--- config.mk ---
export PLATFORM = sky130hd
export DESIGN_NAME = pwrmc_core
export DESIGN_NICKNAME = d
export VERILOG_FILES = /design/src/shared/pwrmc_pkg.sv /design/src/logic/pwrmc_core.sv
export SDC_FILE = /design/constraint.sdc
export NUM_CORES = 1
export LEC_CHECK = 0
export ABC_AREA = 1
export BUFFER_PORTS_ARGS = -buffer_cell sky130_fd_sc_hd__buf_2
export CAP_MARGIN = 20
export CORE_UTILIZATION = 51
export DETAILED_ROUTE_END_ITERATION = 12
export PLACE_DENSITY = 0.9
export SETUP_SLACK_MARGIN = 0.1
export SLEW_MARGIN = 0
export SYNTH_ARGS = -nofsm -noshare
export SYNTH_HDL_FRONTEND = slang
export SYNTH_SLANG_ARGS = --single-unit
--- constraint.sdc ---
create_clock -name sys_clk -period 2.8 [get_ports sys_clk]
set_input_delay 0.56 -clock sys_clk [delete_from_list [all_inputs] [get_ports sys_clk]]
set_output_delay 0.56 -clock sys_clk [all_outputs]
set_load 0.02 [all_outputs]
--- src/shared/pwrmc_pkg.sv ---
// Package of modes, peripheral slots and timing for the power mode controller
`default_nettype none
package pwrmc_pkg;
  // Run configuration requested by software-side logic
  typedef enum logic [1:0] {
    PWRMC_RUN_NORMAL,
    PWRMC_RUN_VLP,
    PWRMC_RUN_HIGH_SPEED
  } pwrmc_run_t;

  // Device mode as driven to the chip
  typedef enum logic [2:0] {
    PWRMC_MODE_RUN,
    PWRMC_MODE_VLPRUN,
    PWRMC_MODE_FASTRUN,
    PWRMC_MODE_WAIT,
    PWRMC_MODE_VLPWAIT,
    PWRMC_MODE_STOP,
    PWRMC_MODE_VLPSTOP
  } pwrmc_mode_t;

  // Peripheral clock slot positions
  localparam int PWRMC_NPERIPH = 12;
  localparam int PWRMC_P_CONV = 0;      // Analog converter
  localparam int PWRMC_P_COMPARE = 1;   // Analog comparator
  localparam int PWRMC_P_LPTIMER = 2;   // Low power timer
  localparam int PWRMC_P_RTC = 3;       // Real-time counter
  localparam int PWRMC_P_PINIRQ = 4;    // Pin interrupt logic
  localparam int PWRMC_P_XTAL = 5;      // External oscillator
  localparam int PWRMC_P_PERTIMER = 6;  // Low power periodic timer
  localparam int PWRMC_P_PROGIO = 7;    // Flexible I/O
  localparam int PWRMC_P_UART = 8;      // Low power async serial
  localparam int PWRMC_P_I2C = 9;       // Low power two wire
  localparam int PWRMC_P_SPI = 10;      // Low power sync serial
  localparam int PWRMC_P_DMA = 11;      // DMA engine

  // Slots kept clocked in stop
  localparam logic [11:0] PWRMC_STOP_KEEP = 12'h01F;
  // Slots kept clocked in very-low-power stop, both low power timers too
  localparam logic [11:0] PWRMC_VLSTOP_KEEP = 12'hFEF;
  // Reset value of the run configuration
  localparam logic [1:0] PWRMC_RUN_RST = 2'h0;
  // Boot vector base addresses
  localparam logic [31:0] PWRMC_ROM_BASE = 32'h1C00_0000;
  localparam logic [31:0] PWRMC_FLASH_BASE = 32'h0000_0000;
  // Clocks to hold the sleep state after wake before leaving it
  localparam int PWRMC_WAKE_NS = 100;
  localparam int PWRMC_CLK_NS = 50;
  localparam int PWRMC_WAKE_CYC = (PWRMC_WAKE_NS + PWRMC_CLK_NS - 1) /
                                  PWRMC_CLK_NS;
endpackage : pwrmc_pkg
`default_nettype wire
--- src/logic/pwrmc_core.sv ---
// Power mode controller: mode sequencing, clock gating and write blocking
// Overview of operation
// - Sleep instruction enters wait or stop by configuration
// - All three run modes keep core and peripherals active
// - Wait modes halt core, peripherals keep running
// - Stop modes disable core; stop gates most peripherals, very-low stop only pin interrupts
// - Interrupt controller wakes from wait modes
// - Async wake controller wakes from stop modes
// - Very-low run: reduced clock, voltage monitor off
// - Very-low wait: reduced clock, monitor off, core sleeps
// - Stop gates clocks, retains memory, monitor on
// - Stop keeps converter, comparator, timers, pin interrupts
// - Very-low stop keeps listed peripherals, monitor off
// - High-speed or very-low modes block flash writes
// - Blank device boots from ROM, else flash
// - Interrupt controller handles pending wake after clocks
`timescale 1ns/10ps
`default_nettype none
module pwrmc_core
  import pwrmc_pkg::*;
#(
  parameter int WAKE_CYC = PWRMC_WAKE_CYC
) (
  input wire logic sys_clk,            // System clock, 20 MHz
  input wire logic resetn,             // Synchronous reset, active low
  input wire logic [1:0] runSel,       // Requested run configuration
  input wire logic deepSleepSel,       // Sleep goes to stop class when set
  input wire logic vlpStopSel,         // Stop class uses very-low stop
  input wire logic sleepReq,           // Core executes wait instruction
  input wire logic [11:0] wakeSrc,     // Peripheral wake requests, async
  input wire logic irqPending,         // Enabled interrupt pending
  input wire logic flashBlank,         // Flash is blank, sampled once after reset release
  input wire logic eeWriteReq,         // Emulated EEPROM write request
  input wire logic flashCmdReq,        // Flash command launch request
  output pwrmc_mode_t devMode,         // Current device mode
  output logic coreClkEn,              // Core clock enable
  output logic [11:0] periphClkEn,     // Peripheral clock enables
  output logic reducedClk,             // Reduced frequency required
  output logic lvmEnable,              // Low voltage monitor enable
  output logic nicClkEn,               // Interrupt controller clock on
  output logic awcEnable,              // Async wake controller armed
  output logic sramRetain,             // SRAM retention active
  output logic eeWriteGo,              // Accepted EEPROM write
  output logic flashCmdGo,             // Accepted flash command
  output logic flashRefused,           // Flash or EEPROM request refused
  output logic wakeDone,               // One-cycle pulse on return to run
  output logic [31:0] vectorBase       // Vector table base after reset
);

  typedef enum logic [1:0] {
    PWRMC_ST_RUN,
    PWRMC_ST_SLEEP,
    PWRMC_ST_WAKE
  } pwrmc_state_t;

  // Returns the run mode coding for a run configuration
  function automatic pwrmc_mode_t runMode(input logic [1:0] sel);
    case (sel)
      2'h1: runMode = PWRMC_MODE_VLPRUN;
      2'h2: runMode = PWRMC_MODE_FASTRUN;
      default: runMode = PWRMC_MODE_RUN;
    endcase
  endfunction

  // Wake input synchroniser, two stages
  // Only the second stage feeds logic, so a metastable first stage
  // never reaches the sequencer
  logic [11:0] wakeMeta_q;             // First stage
  logic [11:0] wakeSync_q;             // Second stage
  logic irqMeta_q;                     // Pending interrupt first stage
  logic irqSync_q;                     // Pending interrupt second stage

  always_ff @(posedge sys_clk) begin
    if (!resetn) begin
      wakeMeta_q <= 12'h000;
      wakeSync_q <= 12'h000;
      irqMeta_q <= 1'b0;
      irqSync_q <= 1'b0;
    end else begin
      wakeMeta_q <= wakeSrc;
      wakeSync_q <= wakeMeta_q;
      irqMeta_q <= irqPending;
      irqSync_q <= irqMeta_q;
    end
  end

  // Mode sequencer state
  pwrmc_state_t state_q, state_d;      // Sequencer state
  pwrmc_mode_t mode_q, mode_d;         // Current mode
  pwrmc_mode_t runSave_q, runSave_d;   // Run mode saved over sleep
  logic [3:0] wakeCnt_q, wakeCnt_d;    // Clock restart settle count
  logic wakeDone_q, wakeDone_d;        // Return pulse
  logic [31:0] vector_q, vector_d;     // Boot vector base
  logic bootDone_q, bootDone_d;        // Boot source captured
  logic wakeHit;                       // Wake accepted in this mode
  logic [11:0] keepMask;               // Slots alive in current mode

  // Wake path per mode: interrupt controller or async wake controller
  always_comb begin
    wakeHit = 1'b0;
    case (mode_q)
      PWRMC_MODE_WAIT, PWRMC_MODE_VLPWAIT:
        wakeHit = irqSync_q;
      PWRMC_MODE_STOP:
        wakeHit = |(wakeSync_q & PWRMC_STOP_KEEP);
      PWRMC_MODE_VLPSTOP:
        wakeHit = |(wakeSync_q & PWRMC_VLSTOP_KEEP);
      default: wakeHit = 1'b0;
    endcase
  end

  // Next-state logic for the sequencer
  always_comb begin
    state_d = state_q;
    mode_d = mode_q;
    runSave_d = runSave_q;
    wakeCnt_d = wakeCnt_q;
    wakeDone_d = 1'b0;
    vector_d = vector_q;
    bootDone_d = 1'b1;
    if (!bootDone_q) begin
      // Capture boot source once after reset release
      vector_d = flashBlank ? PWRMC_ROM_BASE : PWRMC_FLASH_BASE;
    end
    case (state_q)
      PWRMC_ST_RUN: begin
        mode_d = runMode(runSel);
        if (sleepReq) begin
          runSave_d = mode_q;
          state_d = PWRMC_ST_SLEEP;
          if (!deepSleepSel) begin
            mode_d = (mode_q == PWRMC_MODE_VLPRUN) ?
                     PWRMC_MODE_VLPWAIT : PWRMC_MODE_WAIT;
          end else begin
            mode_d = vlpStopSel ? PWRMC_MODE_VLPSTOP : PWRMC_MODE_STOP;
          end
        end
      end
      PWRMC_ST_SLEEP: begin
        if (wakeHit) begin
          state_d = PWRMC_ST_WAKE;
          wakeCnt_d = 4'h0;
        end
      end
      PWRMC_ST_WAKE: begin
        // Clocks restart first, then the pending interrupt is served
        // The sleep mode stays in force until the settle count expires
        wakeCnt_d = wakeCnt_q + 4'h1;
        if (int'(wakeCnt_q) + 1 >= WAKE_CYC) begin
          mode_d = runSave_q;
          state_d = PWRMC_ST_RUN;
          wakeDone_d = 1'b1;
        end
      end
      default: state_d = PWRMC_ST_RUN;
    endcase
  end

  // Sequencer registers
  always_ff @(posedge sys_clk) begin
    if (!resetn) begin
      state_q <= PWRMC_ST_RUN;
      mode_q <= PWRMC_MODE_RUN;
      runSave_q <= PWRMC_MODE_RUN;
      wakeCnt_q <= 4'h0;
      wakeDone_q <= 1'b0;
      vector_q <= PWRMC_FLASH_BASE;
      bootDone_q <= 1'b0;
    end else begin
      state_q <= state_d;
      mode_q <= mode_d;
      runSave_q <= runSave_d;
      wakeCnt_q <= wakeCnt_d;
      wakeDone_q <= wakeDone_d;
      vector_q <= vector_d;
      bootDone_q <= bootDone_d;
    end
  end

  // Per-mode clock, monitor and retention controls
  always_comb begin
    keepMask = {PWRMC_NPERIPH{1'b1}};
    coreClkEn = 1'b1;
    reducedClk = 1'b0;
    lvmEnable = 1'b1;
    nicClkEn = 1'b1;
    awcEnable = 1'b0;
    sramRetain = 1'b0;
    case (mode_q)
      PWRMC_MODE_RUN, PWRMC_MODE_FASTRUN: begin
        keepMask = {PWRMC_NPERIPH{1'b1}};
      end
      PWRMC_MODE_VLPRUN: begin
        reducedClk = 1'b1;
        lvmEnable = 1'b0;
      end
      PWRMC_MODE_WAIT: begin
        coreClkEn = 1'b0;
      end
      PWRMC_MODE_VLPWAIT: begin
        coreClkEn = 1'b0;
        reducedClk = 1'b1;
        lvmEnable = 1'b0;
      end
      PWRMC_MODE_STOP: begin
        keepMask = PWRMC_STOP_KEEP;
        coreClkEn = 1'b0;
        nicClkEn = 1'b0;
        awcEnable = 1'b1;
        sramRetain = 1'b1;
      end
      PWRMC_MODE_VLPSTOP: begin
        keepMask = PWRMC_VLSTOP_KEEP;
        coreClkEn = 1'b0;
        reducedClk = 1'b1;
        lvmEnable = 1'b0;
        nicClkEn = 1'b0;
        awcEnable = 1'b1;
        sramRetain = 1'b1;
      end
      default: keepMask = {PWRMC_NPERIPH{1'b1}};
    endcase
  end

  // Stop modes keep their wake controller armed until clocks are back
  assign periphClkEn = keepMask;
  assign devMode = mode_q;
  assign wakeDone = wakeDone_q;
  assign vectorBase = vector_q;

  // Flash and emulated EEPROM write blocking
  // Sleep modes refuse too: no core is awake to own a flash command
  logic blockNvm;                                         // Writes blocked
  always_comb begin
    blockNvm = (mode_q != PWRMC_MODE_RUN);
    eeWriteGo = eeWriteReq && !blockNvm;
    flashCmdGo = flashCmdReq && !blockNvm;
    flashRefused = (eeWriteReq || flashCmdReq) && blockNvm;
  end

  // Checks
  stop_gate_a: assert property (@(posedge sys_clk) disable iff (!resetn)
    (mode_q == PWRMC_MODE_STOP) |-> (periphClkEn == PWRMC_STOP_KEEP)
      && lvmEnable && sramRetain && !nicClkEn)
    else $error("stop mode controls wrong");
  nvm_block_a: assert property (@(posedge sys_clk) disable iff (!resetn)
    (mode_q inside {PWRMC_MODE_FASTRUN, PWRMC_MODE_VLPRUN}) && flashCmdReq
      |-> !flashCmdGo && flashRefused)
    else $error("flash command launched in blocked mode");
  sleep_entry_a: assert property (@(posedge sys_clk) disable iff (!resetn)
    (state_q == PWRMC_ST_RUN) && sleepReq && deepSleepSel |=>
      (mode_q inside {PWRMC_MODE_STOP, PWRMC_MODE_VLPSTOP}))
    else $error("deep sleep did not enter stop");
  wait_core_a: assert property (@(posedge sys_clk) disable iff (!resetn)
    (mode_q inside {PWRMC_MODE_WAIT, PWRMC_MODE_VLPWAIT}) |->
      !coreClkEn && nicClkEn && (periphClkEn == 12'hFFF))
    else $error("wait mode controls wrong");
  vlrun_monitor_a: assert property (@(posedge sys_clk) disable iff (!resetn)
    (mode_q == PWRMC_MODE_VLPRUN) |-> reducedClk && !lvmEnable && coreClkEn)
    else $error("very-low run controls wrong");
  vlstop_keep_a: assert property (@(posedge sys_clk) disable iff (!resetn)
    (mode_q == PWRMC_MODE_VLPSTOP) |-> (periphClkEn == PWRMC_VLSTOP_KEEP)
      && !lvmEnable && awcEnable)
    else $error("very-low stop controls wrong");
  wake_return_a: assert property (@(posedge sys_clk) disable iff (!resetn)
    wakeDone |-> (mode_q == $past(runSave_q)) && coreClkEn)
    else $error("wake did not restore run mode");
  wake_bound_a: assert property (@(posedge sys_clk) disable iff (!resetn)
    (state_q == PWRMC_ST_SLEEP) && wakeHit |-> ##[1:16] wakeDone)
    else $error("wake not completed in time");
  boot_vec_a: assert property (@(posedge sys_clk) disable iff (!resetn)
    $rose(bootDone_q) |-> vectorBase ==
      ($past(flashBlank) ? PWRMC_ROM_BASE : PWRMC_FLASH_BASE))
    else $error("boot vector wrong");
  run_full_a: assert property (@(posedge sys_clk) disable iff (!resetn)
    (mode_q inside {PWRMC_MODE_RUN, PWRMC_MODE_FASTRUN}) |-> coreClkEn &&
      (periphClkEn == 12'hFFF) && lvmEnable && !awcEnable)
    else $error("run mode controls wrong");
  vlwait_ctl_a: assert property (@(posedge sys_clk) disable iff (!resetn)
    (mode_q == PWRMC_MODE_VLPWAIT) |->
      reducedClk && !lvmEnable && !coreClkEn)
    else $error("very-low wait controls wrong");
  stop_core_a: assert property (@(posedge sys_clk) disable iff (!resetn)
    (mode_q inside {PWRMC_MODE_STOP, PWRMC_MODE_VLPSTOP}) |->
      !coreClkEn && !nicClkEn && awcEnable && sramRetain)
    else $error("stop class controls wrong");
  ee_block_a: assert property (@(posedge sys_clk) disable iff (!resetn)
    (mode_q inside {PWRMC_MODE_FASTRUN, PWRMC_MODE_VLPRUN}) && eeWriteReq
      |-> !eeWriteGo && flashRefused)
    else $error("EEPROM write accepted in blocked mode");
  sleep_wait_a: assert property (@(posedge sys_clk) disable iff (!resetn)
    (state_q == PWRMC_ST_RUN) && sleepReq && !deepSleepSel |=>
      (mode_q inside {PWRMC_MODE_WAIT, PWRMC_MODE_VLPWAIT}))
    else $error("sleep did not enter wait");
  wake_entry_a: assert property (@(posedge sys_clk) disable iff (!resetn)
    (state_q == PWRMC_ST_SLEEP) && wakeHit |=> (state_q == PWRMC_ST_WAKE))
    else $error("accepted wake not followed");
  vector_hold_a: assert property (@(posedge sys_clk) disable iff (!resetn)
    bootDone_q && $past(bootDone_q) |-> $stable(vectorBase))
    else $error("boot vector moved after capture");

endmodule // pwrmc_core
`default_nettype wire

# Yosys cells after proc, flatten, opt, wreduce, memory -nomap -nowiden
# Index checks and enable logic that the tools add are counted.
[word_totals]
output_inout_bits = 57
input_bits = 23
regBits = 72
elab_cells = 69
[classes]
n_lt_le_gt_ge = 1
reduce_logical = 20
add_sub_neg = 2
n_mux = 23
eq_ne = 12
[ops]
columns = ["cell", "count"]
rows = [
  ["29-bit two-way mux", 1],
  ["12-bit one-hot mux with 2 select lines", 1],
  ["3-bit two-way mux", 4],
  ["11-bit OR reduction", 1],
  ["3-bit == test, second input constant", 3],
  ["2-bit two-way mux", 4],
  ["4-bit one-hot mux with 2 select lines", 1],
  ["2-bit AND reduction", 4],
  ["1-bit two-way mux", 7],
  ["2-bit != test, second input constant", 3],
  ["2-bit one-hot mux with 3 select lines", 1],
  ["3-bit one-hot mux with 2 select lines", 1],
  ["4-bit by 1-bit adder with 5-bit output, second input constant", 1],
  ["5-bit by 2-bit greater-or-equal comparator with 1-bit output, second input constant", 1],
  ["5-bit OR reduction", 1],
  ["4-bit by 1-bit adder with 4-bit output, second input constant", 1],
  ["2-bit by 1-bit == test with 1-bit output, second input constant", 2],
  ["2-bit == test, second input constant", 2],
  ["4-bit two-way mux", 1],
  ["2-bit one-hot mux with 2 select lines", 1],
  ["2-bit nonzero test", 2],
  ["2-bit OR reduction", 2],
  ["4-bit OR reduction", 1],
  ["3-bit by 1-bit == test with 1-bit output, second input constant", 1],
  ["9 further kinds", 11],
]

# Depth between registers and ports, before layout
# Gate-level depths: netlist (run 1).
[depth]
depth_word = 5
mapped_depth = 10
mapped_depth_nobuf = 10

# Worst setup path before layout (run 1)
# No wires, ideal clock.
[synth_path]
path_kind = "flip-flop to output port"
from = "register mode_q[0] (netlist: devMode[0])"
to = "output port coreClkEn"
required_time_ps = 2240
path_buffers = 0
slack_ps = 638
stages_incl_launch_ff = 7
t_arrival_ps = 1602
path_cell_list = "dfxtp_1 > nor2_1 > inv_1 > nor2_2 > nor2_1 > inv_1 > nor2_1"
[synth_between]
elab_chain_len = 3
word_cells_on_any_way = 6
classes_between = "eq/ne (4); mux (1); reduce/logical (1)"
[synth_rtl]
columns = ["item", "line_no", "text"]
rows = [
  ["start, declared", "pwrmc_core.sv:89", "pwrmc_mode_t mode_q, mode_d;"],
  ["start signal, assigned", "pwrmc_core.sv:171", "mode_q <= mode_d;"],
  ["3-bit == test or 3-bit by 2-bit == test with 1-bit output (tied branches)", "pwrmc_core.sv:189", "case (mode_q)"],
  ["4-bit OR reduction (no source line) (*)", "--", ""],
  ["1-bit two-way mux (*)", "pwrmc_core.sv:189", ""],
  ["end, declared", "pwrmc_core.sv:36", "output logic coreClkEn,"],
]
# Mark *: on every way between the ends. The rest lies on a longest branch, timed or not.

# Worst setup path in the final report (run 1)
[layout_path]
from = "register mode_q[2] (netlist: devMode[2])"
to = "output port coreClkEn"
# The elaborated chain is that of the path after synthesis.

==> results of run 1 <==
==> sequential cells by signal, indices dropped and copies added, names as in the netlist <==
signal      flops
state_q         2
irqSync_q       1
irqMeta_q       1
wakeMeta_q     12
devMode         3
vectorBase      1
wakeSync_q     12
wakeDone        1
runSave_q       3
wakeCnt_q       4
bootDone_q      1
==> where the power goes <==
part           total [mW]  switching (mW)  internal (mW)
Sequential          0.631          0.0172          0.614
Combinational       0.220           0.156         0.0642
Clock               0.459           0.192          0.267
Total                1.31           0.365          0.945
==> cell usage after synthesis <==
| master | instances | area, sq um |
|---|---|---|
| o22ai_1 | 1 | 6.26 |
| buf_4 | 42 | 315 |
| nor2_1 | 25 | 93.8 |
| and2_1 | 1 | 6.26 |
| nor2_2 | 2 | 12.5 |
| clkinv_1 | 1 | 3.75 |
| nand3_1 | 8 | 40.0 |
| o21ai_0 | 10 | 50.1 |
| buf_2 | 1 | 5.00 |
| nand3b_1 | 1 | 7.51 |
| xor2_1 | 2 | 17.5 |
| inv_1 | 49 | 184 |
| nand2_1 | 59 | 221 |
| dfxtp_1 | 41 | 821 |
| or2_2 | 1 | 6.26 |
| o21a_1 | 1 | 7.51 |
| inv_2 | 1 | 3.75 |
| a21oi_1 | 10 | 50.1 |
| clkbuf_1 | 3 | 11.3 |
| nor2_4 | 1 | 11.3 |
| nand2_2 | 1 | 6.26 |
| ha_1 | 2 | 25.0 |
| conb_1 | 2 | 7.51 |
==> metal layers <==
| metal | part of all wire, % | vias to the layer above | wire length (microns) |
|---|---|---|---|
| met5 | 0 | - | 0 |
| met4 | 2.1 | 0 | 58 |
| met3 | 7.0 | 6 | 192 |
| met2 | 48 | 51 | 1310 |
| met1 | 43 | 615 | 1160 |
| li1 | - | 775 | - |
==> area by class of cell <==
type | instances | area [sq um]
clock buffers | 6 | 72.6
inverters | 51 | 191
flip-flops and latches | 41 | 821
well taps | 46 | 57.6
repair buffers | 46 | 230
multi-input cells | 158 | 686
clock inverters | 2 | 38.8
fillers | 329 | 1370
==> path summary, 6_finish.rpt <==
check,start,to,slack (ns),cells after the start
hold / removal,wakeMeta_q[9],wakeSync_q[9],0.41,2
setup / recovery,devMode[2],coreClkEn,0.83,8
hold reg to reg,wakeMeta_q[9],wakeSync_q[9],0.41,2
setup reg to reg,wakeCnt_q[1],devMode[1],1.30,10
==> worst min-delay path, stage by stage, from the launching register on <==
cell and delay, ns:
dfxtp_1 0.31, nand2_1 0.04, inv_1 0.04
==> through the flow <==
stage / util, % / total power [mW]
floorplan: - / 0.849
global route: 60.5 / 1.38
detailed placement: 57.3 / 0.865
CTS: 60.5 / 1.32
finish: 60.5 / 1.31
global placement: 57.3 / 0.862
==> cell families after synthesis <==
| family | after synthesis | share of synthesized area, % |
|---|---|---|
| buf+inv | 97 | 27.3 |
| xor+xnor | 2 | 0.916 |
| simple gates | 99 | 21.2 |
| compound gates | 22 | 5.95 |
| flops | 41 | 42.9 |
| fa+ha+maj | 2 | 1.31 |
| other cells | 2 | 0.393 |
==> reports/results.md, run 1 <==
| Group | Quantity | Value |
| --- | --- | --- |
| grt | Layer with the highest usage after global routing | met2 |
| power and ir drop | Power density over the cells | 625 nW/um^2 |
| job | Number of maximum-capacitance constraint violations | 0 |
| detailed routing | Total wire length after detailed routing | 2730 microns |
| grt | Overall fraction of global-route tracks in use | 14.9% |
| yosys | Post-synthesis instance total | 265 |
| cells and area | Post-layout instance count excluding filler cells | 350 |
| power and ir drop | LEAKAGE | 1.25 nW |
| detailed routing | Number of nets still failing antenna checks after routing | 0 |
| clock tree | Clock buffer depth | 2 |
| cells and area | Most frequent cells in the layout | nand2_1, inv_1, buf_2 |
| die | Standard-cell row count | 21 |
| grt | Initial antenna violation count | 0 |
| die | Die width | 63.2 microns |
| sta | RSZ-0062 raised after global routing | no |
| clock tree | CTS resizes | 0 |
| grt | Remaining global-route overflow | 0 |
| cells and area | Layout Area Growth over Synthesis | 9.61% |
| hold path | Tightest Hold Check Type | reg -> reg |
| clock tree | Clk Latency, worst-skew pair | 0.29 ns |
| place | Number of cells after detailed placement | 342 |
| die | DIE HEIGHT | 63.2 microns |
| power and ir drop | Max rail drop VDD | 0.290 mV |
| yosys | Register area share after synthesis | 42.9% |
| place | Count of port buffers added during placement | 46 |
| grt | Global routing met3 resource utilization | 6.16% |
| detailed routing | Detailed router's first-iteration violation count | 69 |
| cells and area | Number of nets at the end of the flow | 328 |
| sta | Hold slack | 0.409 ns |
| grt | Vias in the first global route | 1,148 |
| die | Effective utilization at floorplan | 55.2% |
| sta | Min Clock Period, post-route | 1.97 ns |
| critical path | Required time of the worst setup path | 2.24 ns |
| sta | Post-Route Skew | 0.00497 ns |
| critical path | Critical-path top delay cell | dfxtp_1 |
| clock tree | Sinks on the clock net | 41 |
| critical path | Cell-by-cell listing of the critical path | inv_1, nor2_1, inv_1, nor2_2, nor2_1, inv_1, nor2_1, buf_2 |
| cells and area | Antenna Diode Count | 0 |
| clock tree | Cell chosen for the clock root | clkbuf_8 |
| sta | Post-route worst setup slack | 0.831 ns |
| die | Core ar. | 3470 sq um |
| critical path | Start-to-end type of the worst setup path | reg -> out |
| die | Die ar. | 4000 sq um |
| place | Post-Place Worst Slack | 1.16 ns |
| detailed routing | Remaining design rule violation count | 0 |
| clock tree | Clock slew seen by the registers of the worst setup and hold paths | 0.07 ns |
| cells and area | Proportion of layout cells with a drive suffix above 1 | 19.4% |
| clock tree | Setup Buffers After CTS | 0 |
| sta | Setup Viol. Count Final | 0 |
| sta | Aggregate negative setup slack | 0 ns |
| cells and area | Commonest non-fill, non-tap cell in the layout | nand2_1 |
| grt | M2 GR Usage | 25.4% |
| sta | Transition time of the tightest slew-check pin | 0.561 ns |
| grt | Pin count of the biggest net entering global routing | 39 |
| die | Number of primary I/O pins | 80 |
| sta | Total count of hold-check failures in the final report | 0 |
| grt | First-pass GRT wire length | 4520 microns |
| critical path | Crit path largest cell delay | 0.39 ns |
| clock tree | Cts-stage hold buffer count | 0 |
| critical path | Critical Path Fanout Max | 5 |
| detailed routing | Vias after detailed routing | 1,447 |
| place | Post-placement cell area | 1990 sq um |
| sta | Max-slew headroom | 62.6% |
| clock tree | Total CTS buffers | 5 |
| sta | Final slew viol count | 0 |
| sta | Max Freq | 508 MHz |
| yosys | Average footprint of a synthesized cell | 7.22 sq um |
| critical path | Kind of cell adding the most delay to the critical path | buffers and inverters |
| yosys | Number of synthesized register bits | 41 |
| place | Post-DP HPWL | 2060 microns |
| yosys | Post-synth cell types | 23 |
| critical path | Endpoint type of the worst setup path | output pin |
| critical path | Count of buffer and inverter cells on the critical path | 4 |
| place | Weighted congestion reported at the end of routability-driven placement | 0.889 |
| sta | Post-route fraction of the period consumed by the critical path | 70.3% |
| yosys | Total of warnings raised by yosys | 0 |
| critical path | Crit path launch type | flip-flop |
| cells and area | Finished Cell Area | 2100 sq um |
| clock tree | CTS tree | yes |
| yosys | Area of the mapped netlist | 1910 sq um |
| grt | Met1 track demand over resource in global routing | 15.3% |
| detailed routing | Number of vias per cell after detailed routing | 4.13 |
| detailed routing | Avg WL per Cell | 7.79 microns |
| run status | Outcome | finished, final reports clean |
| clock tree | CTS H-tree lvls | 2 |
| critical path | Worst EP arrival | 1.41 ns |
| detailed routing | Number of search-and-repair iterations in the first detailed-routing pass | 4 |
No activity file was read; power rests on OpenSTA's default activity.
==> inputs of run 2 (changes only) <==
--- a/config.mk
+++ b/config.mk
@@ -8,9 +8,9 @@
 export ABC_AREA = 1
 export BUFFER_PORTS_ARGS = -buffer_cell sky130_fd_sc_hd__buf_2
 export CAP_MARGIN = 20
-export CORE_UTILIZATION = 51
+export CORE_UTILIZATION = 43
 export DETAILED_ROUTE_END_ITERATION = 12
-export PLACE_DENSITY = 0.9
+export PLACE_DENSITY = 0.82
 export SETUP_SLACK_MARGIN = 0.1
 export SLEW_MARGIN = 0
 export SYNTH_ARGS = -nofsm -noshare
==> constraint.sdc (replaced) <==
create_clock -name sys_clk -period 1.7 [get_ports sys_clk]
set_input_delay 0.34 -clock sys_clk [delete_from_list [all_inputs] [get_ports sys_clk]]
set_output_delay 0.34 -clock sys_clk [all_outputs]
set_load 0.02 [all_outputs]
==> reports/results.md, run 2 (synthesis gave the netlist of run 1 again) <==
| Group | Quantity | Value | vs previous |
| --- | --- | --- | --- |
| die | Die width | 68.7 microns | was 63.2 microns |
| critical path | Critical-path top delay cell | dfxtp_2 | was dfxtp_1 |
| place | Weighted congestion reported at the end of routability-driven placement | 0.789 | was 0.889 |
| clock tree | Clock buffer depth | 2 | unchanged |
| grt | Vias in the first global route | 1,050 | was 1,148 |
| grt | Pin count of the biggest net entering global routing | 28 | was 39 |
| power and ir drop | Flop pwr share | 50.1% | was 48.1% |
| detailed routing | Avg WL per Cell | 7.82 microns | was 7.79 microns |
| die | Number of primary I/O pins | 80 | unchanged |
| critical path | Crit path launch type | flip-flop | unchanged |
| sta | Final slew viol count | 0 | unchanged |
| detailed routing | Detailed router's first-iteration violation count | 97 | was 69 |
| clock tree | CTS H-tree lvls | 2 | unchanged |
| detailed routing | Number of search-and-repair iterations in the first detailed-routing pass | 4 | unchanged |
| clock tree | Clk Latency, worst-skew pair | 0.29 ns | about the same |
| power and ir drop | LEAKAGE | 1.29 nW | was 1.25 nW |
| sta | Post-route fraction of the period consumed by the critical path | 92.8% |  |
| critical path | Required time of the worst setup path | 1.36 ns | was 2.24 ns |
| clock tree | Clock slew seen by the registers of the worst setup and hold paths | 0.08 ns | was 0.07 ns |
| sta | Hold slack | 0.223 ns | was 0.409 ns |
| cells and area | Biggest regs | wakeMeta_q (12), wakeSync_q (12), wakeCnt_q (4) | unchanged |
| detailed routing | Number of vias per cell after detailed routing | 3.98 | was 4.13 |
| cells and area | Number of nets at the end of the flow | 336 | was 328 |
| hold path | Hold Crit Start | wakeSrc[8] | was wakeMeta_q[9] |
| critical path | Crit. Startpoint | devMode[2] | unchanged |
| sta | Total count of hold-check failures in the final report | 0 | unchanged |
| critical path | Crit path largest cell delay | 0.36 ns | was 0.39 ns |
| sta | Setup Viol. Count Final | 0 | unchanged |
| critical path | Critical Path Fanout Max | 4 | was 5 |
| die | Die ar. | 4720 sq um | was 4000 sq um |
| clock tree | Cell chosen for the clock root | clkbuf_8 | unchanged |
| die | DIE HEIGHT | 68.7 microns | was 63.2 microns |
| place | Count of port buffers added during placement | 46 | unchanged |
| grt | Initial antenna violation count | 0 | unchanged |
| critical path | Cell-by-cell listing of the critical path | inv_2, nor2_1, inv_1, nor2_4, buf_6, inv_2, buf_6 | was inv_1, nor2_1, inv_1, nor2_2, nor2_1, inv_1, nor2_1, buf_2 |
| power and ir drop | Clock power share | 30.2% | was 35.0% |
| power and ir drop | Power density over the cells | 948 nW/um^2 | was 625 nW/um^2 |
| cells and area | Sequential cell area | 831 sq um | was 821 sq um |
| critical path | Reg2Reg Launch Point | wakeCnt_q[1] | unchanged |
| clock tree | Sinks on the clock net | 41 | unchanged |
| sta | Min Clock Period, post-route | 1.58 ns |  |
| power and ir drop | Switching power total | 0.638 mW | was 0.365 mW |
| die | Standard-cell row count | 23 | was 21 |
| critical path | Start-to-end type of the worst setup path | reg -> out | unchanged |
| sta | Post-Route Skew | 0.00239 ns | was 0.00497 ns |
| job | Number of maximum-capacitance constraint violations | 0 | unchanged |
| cells and area | Antenna Diode Count | 0 | unchanged |
| sta | Max Freq | 634 MHz |  |
| die | Core ar. | 4140 sq um | was 3470 sq um |
| sta | RSZ-0062 raised after global routing | yes | was no |
| clock tree | Total CTS buffers | 5 | unchanged |
| power and ir drop | P_int | 1.44 mW | was 0.945 mW |
| critical path | Endpoint type of the worst setup path | output pin | unchanged |
| detailed routing | Remaining design rule violation count | 0 | unchanged |
| grt | Remaining global-route overflow | 0 | unchanged |
| grt | Overall fraction of global-route tracks in use | 12.5% | was 14.9% |
| clock tree | CTS tree | yes | unchanged |
| cells and area | Layout Area Growth over Synthesis | 14.6% | was 9.61% |
| detailed routing | Vias after detailed routing | 1,441 | was 1,447 |
| detailed routing | Total wire length after detailed routing | 2830 microns | was 2730 microns |
| place | Post-DP HPWL | 2080 microns | was 2060 microns |
| power and ir drop | Max rail drop VDD | 0.581 mV | was 0.290 mV |
| die | Effective utilization at floorplan | 46.2% | was 55.2% |
| run status | Outcome | finished, final reports clean | unchanged |
| grt | First-pass GRT wire length | 4320 microns | was 4520 microns |
| cells and area | Proportion of layout cells with a drive suffix above 1 | 25.3% | was 19.4% |
| cells and area | Filler cell count in the final layout | 410 | was 329 |
| sta | Aggregate negative setup slack | 0 ns | unchanged |
| power and ir drop | Sw frac | 30.7% | was 27.9% |
| detailed routing | Number of nets still failing antenna checks after routing | 0 | unchanged |
| cells and area | Commonest non-fill, non-tap cell in the layout | nand2_1 | unchanged |
| cells and area | Most frequent cells in the layout | nand2_1, inv_1, buf_2 | unchanged |
| cells and area | Footprint of the multi-input gates | 708 sq um | was 686 sq um |
| critical path | Worst EP arrival | 1.24 ns | was 1.41 ns |
| hold path | Tightest Hold Check Type | in -> reg | was reg -> reg |
| power and ir drop | Comb pwr share | 19.8% | was 16.8% |
run 2: cell types whose count changed in the layout (fill, tap and decap cells not counted), moves of 3 or more:
cell     change
nor2_4       +3
buf_6        +3
inv_2        +4
dfxtp_1      -4
inv_1        -4
buf_4        +8
buf_2        -3
run 2: area by class of cell:
type | count | share of cell area, %
Timing Repair Buffer | 54 | 14.1
Clock buffer | 5 | 3.14
Clock inverter | 3 | 1.03
Tap cell | 50 | 2.85
Inverter | 51 | 8.73
Sequential cell | 41 | 37.9
Multi-Input combinational cell | 158 | 32.3
run 2: critical path, delay by kind of cell, from the launching register on:
family | cells | cell delay [ns]
DFF | 1 | 0.36
buffers and inverters | 5 | 0.38
and+or+nand+nor | 2 | 0.20
run 2: what timing repair did:
item / 4_1_cts / 5_1_grt
buffers inserted: 5 / 2
hold buffers: 0 / 0
pin swaps: 1 / 2
resized for setup: 11 / 7
endpoints found under the setup margin: 5 / 19
run 2: through the flow:
stage	utilization [%]	worst slack, ns	total power, mW	area [sq um]	instances
global route	52.9	0.0446	2.20	2190	362
finish	52.9	0.123	2.08	2190	362
detailed placement	48.4	0.233	1.43	2010	347
global placement	48.4	0.268	1.42	2010	347
CTS	52.1	0.0928	2.09	2160	360
floorplan	-	0.0804	1.40	2040	296
run 2: power by group through the flow:
stage | Sequential, mW | Clock, mW | Combinational, mW
detailed placement | 1.06 | 0 | 0.367
global route | 1.05 | 0.689 | 0.461
global placement | 1.06 | 0 | 0.361
floorplan | 1.07 | 0 | 0.332
CTS | 1.04 | 0.646 | 0.400
finish | 1.04 | 0.627 | 0.411
run 2: worst paths after layout:
kind,end,slack [ns],depth (start not counted)
setup / recovery,periphClkEn[4],0.12,7
hold / removal,wakeMeta_q[8],0.22,3
hold reg to reg,wakeSync_q[10],0.41,2
setup reg to reg,devMode[2],0.26,9
run 2: layer usage:
metal	GRT usage, %	routed length [microns]	vias up
met3	3.45	145	4
met5	0	0	-
met1	14.1	1320	603
li1	-	-	794
met2	21.6	1330	40
met4	6.12	41	0
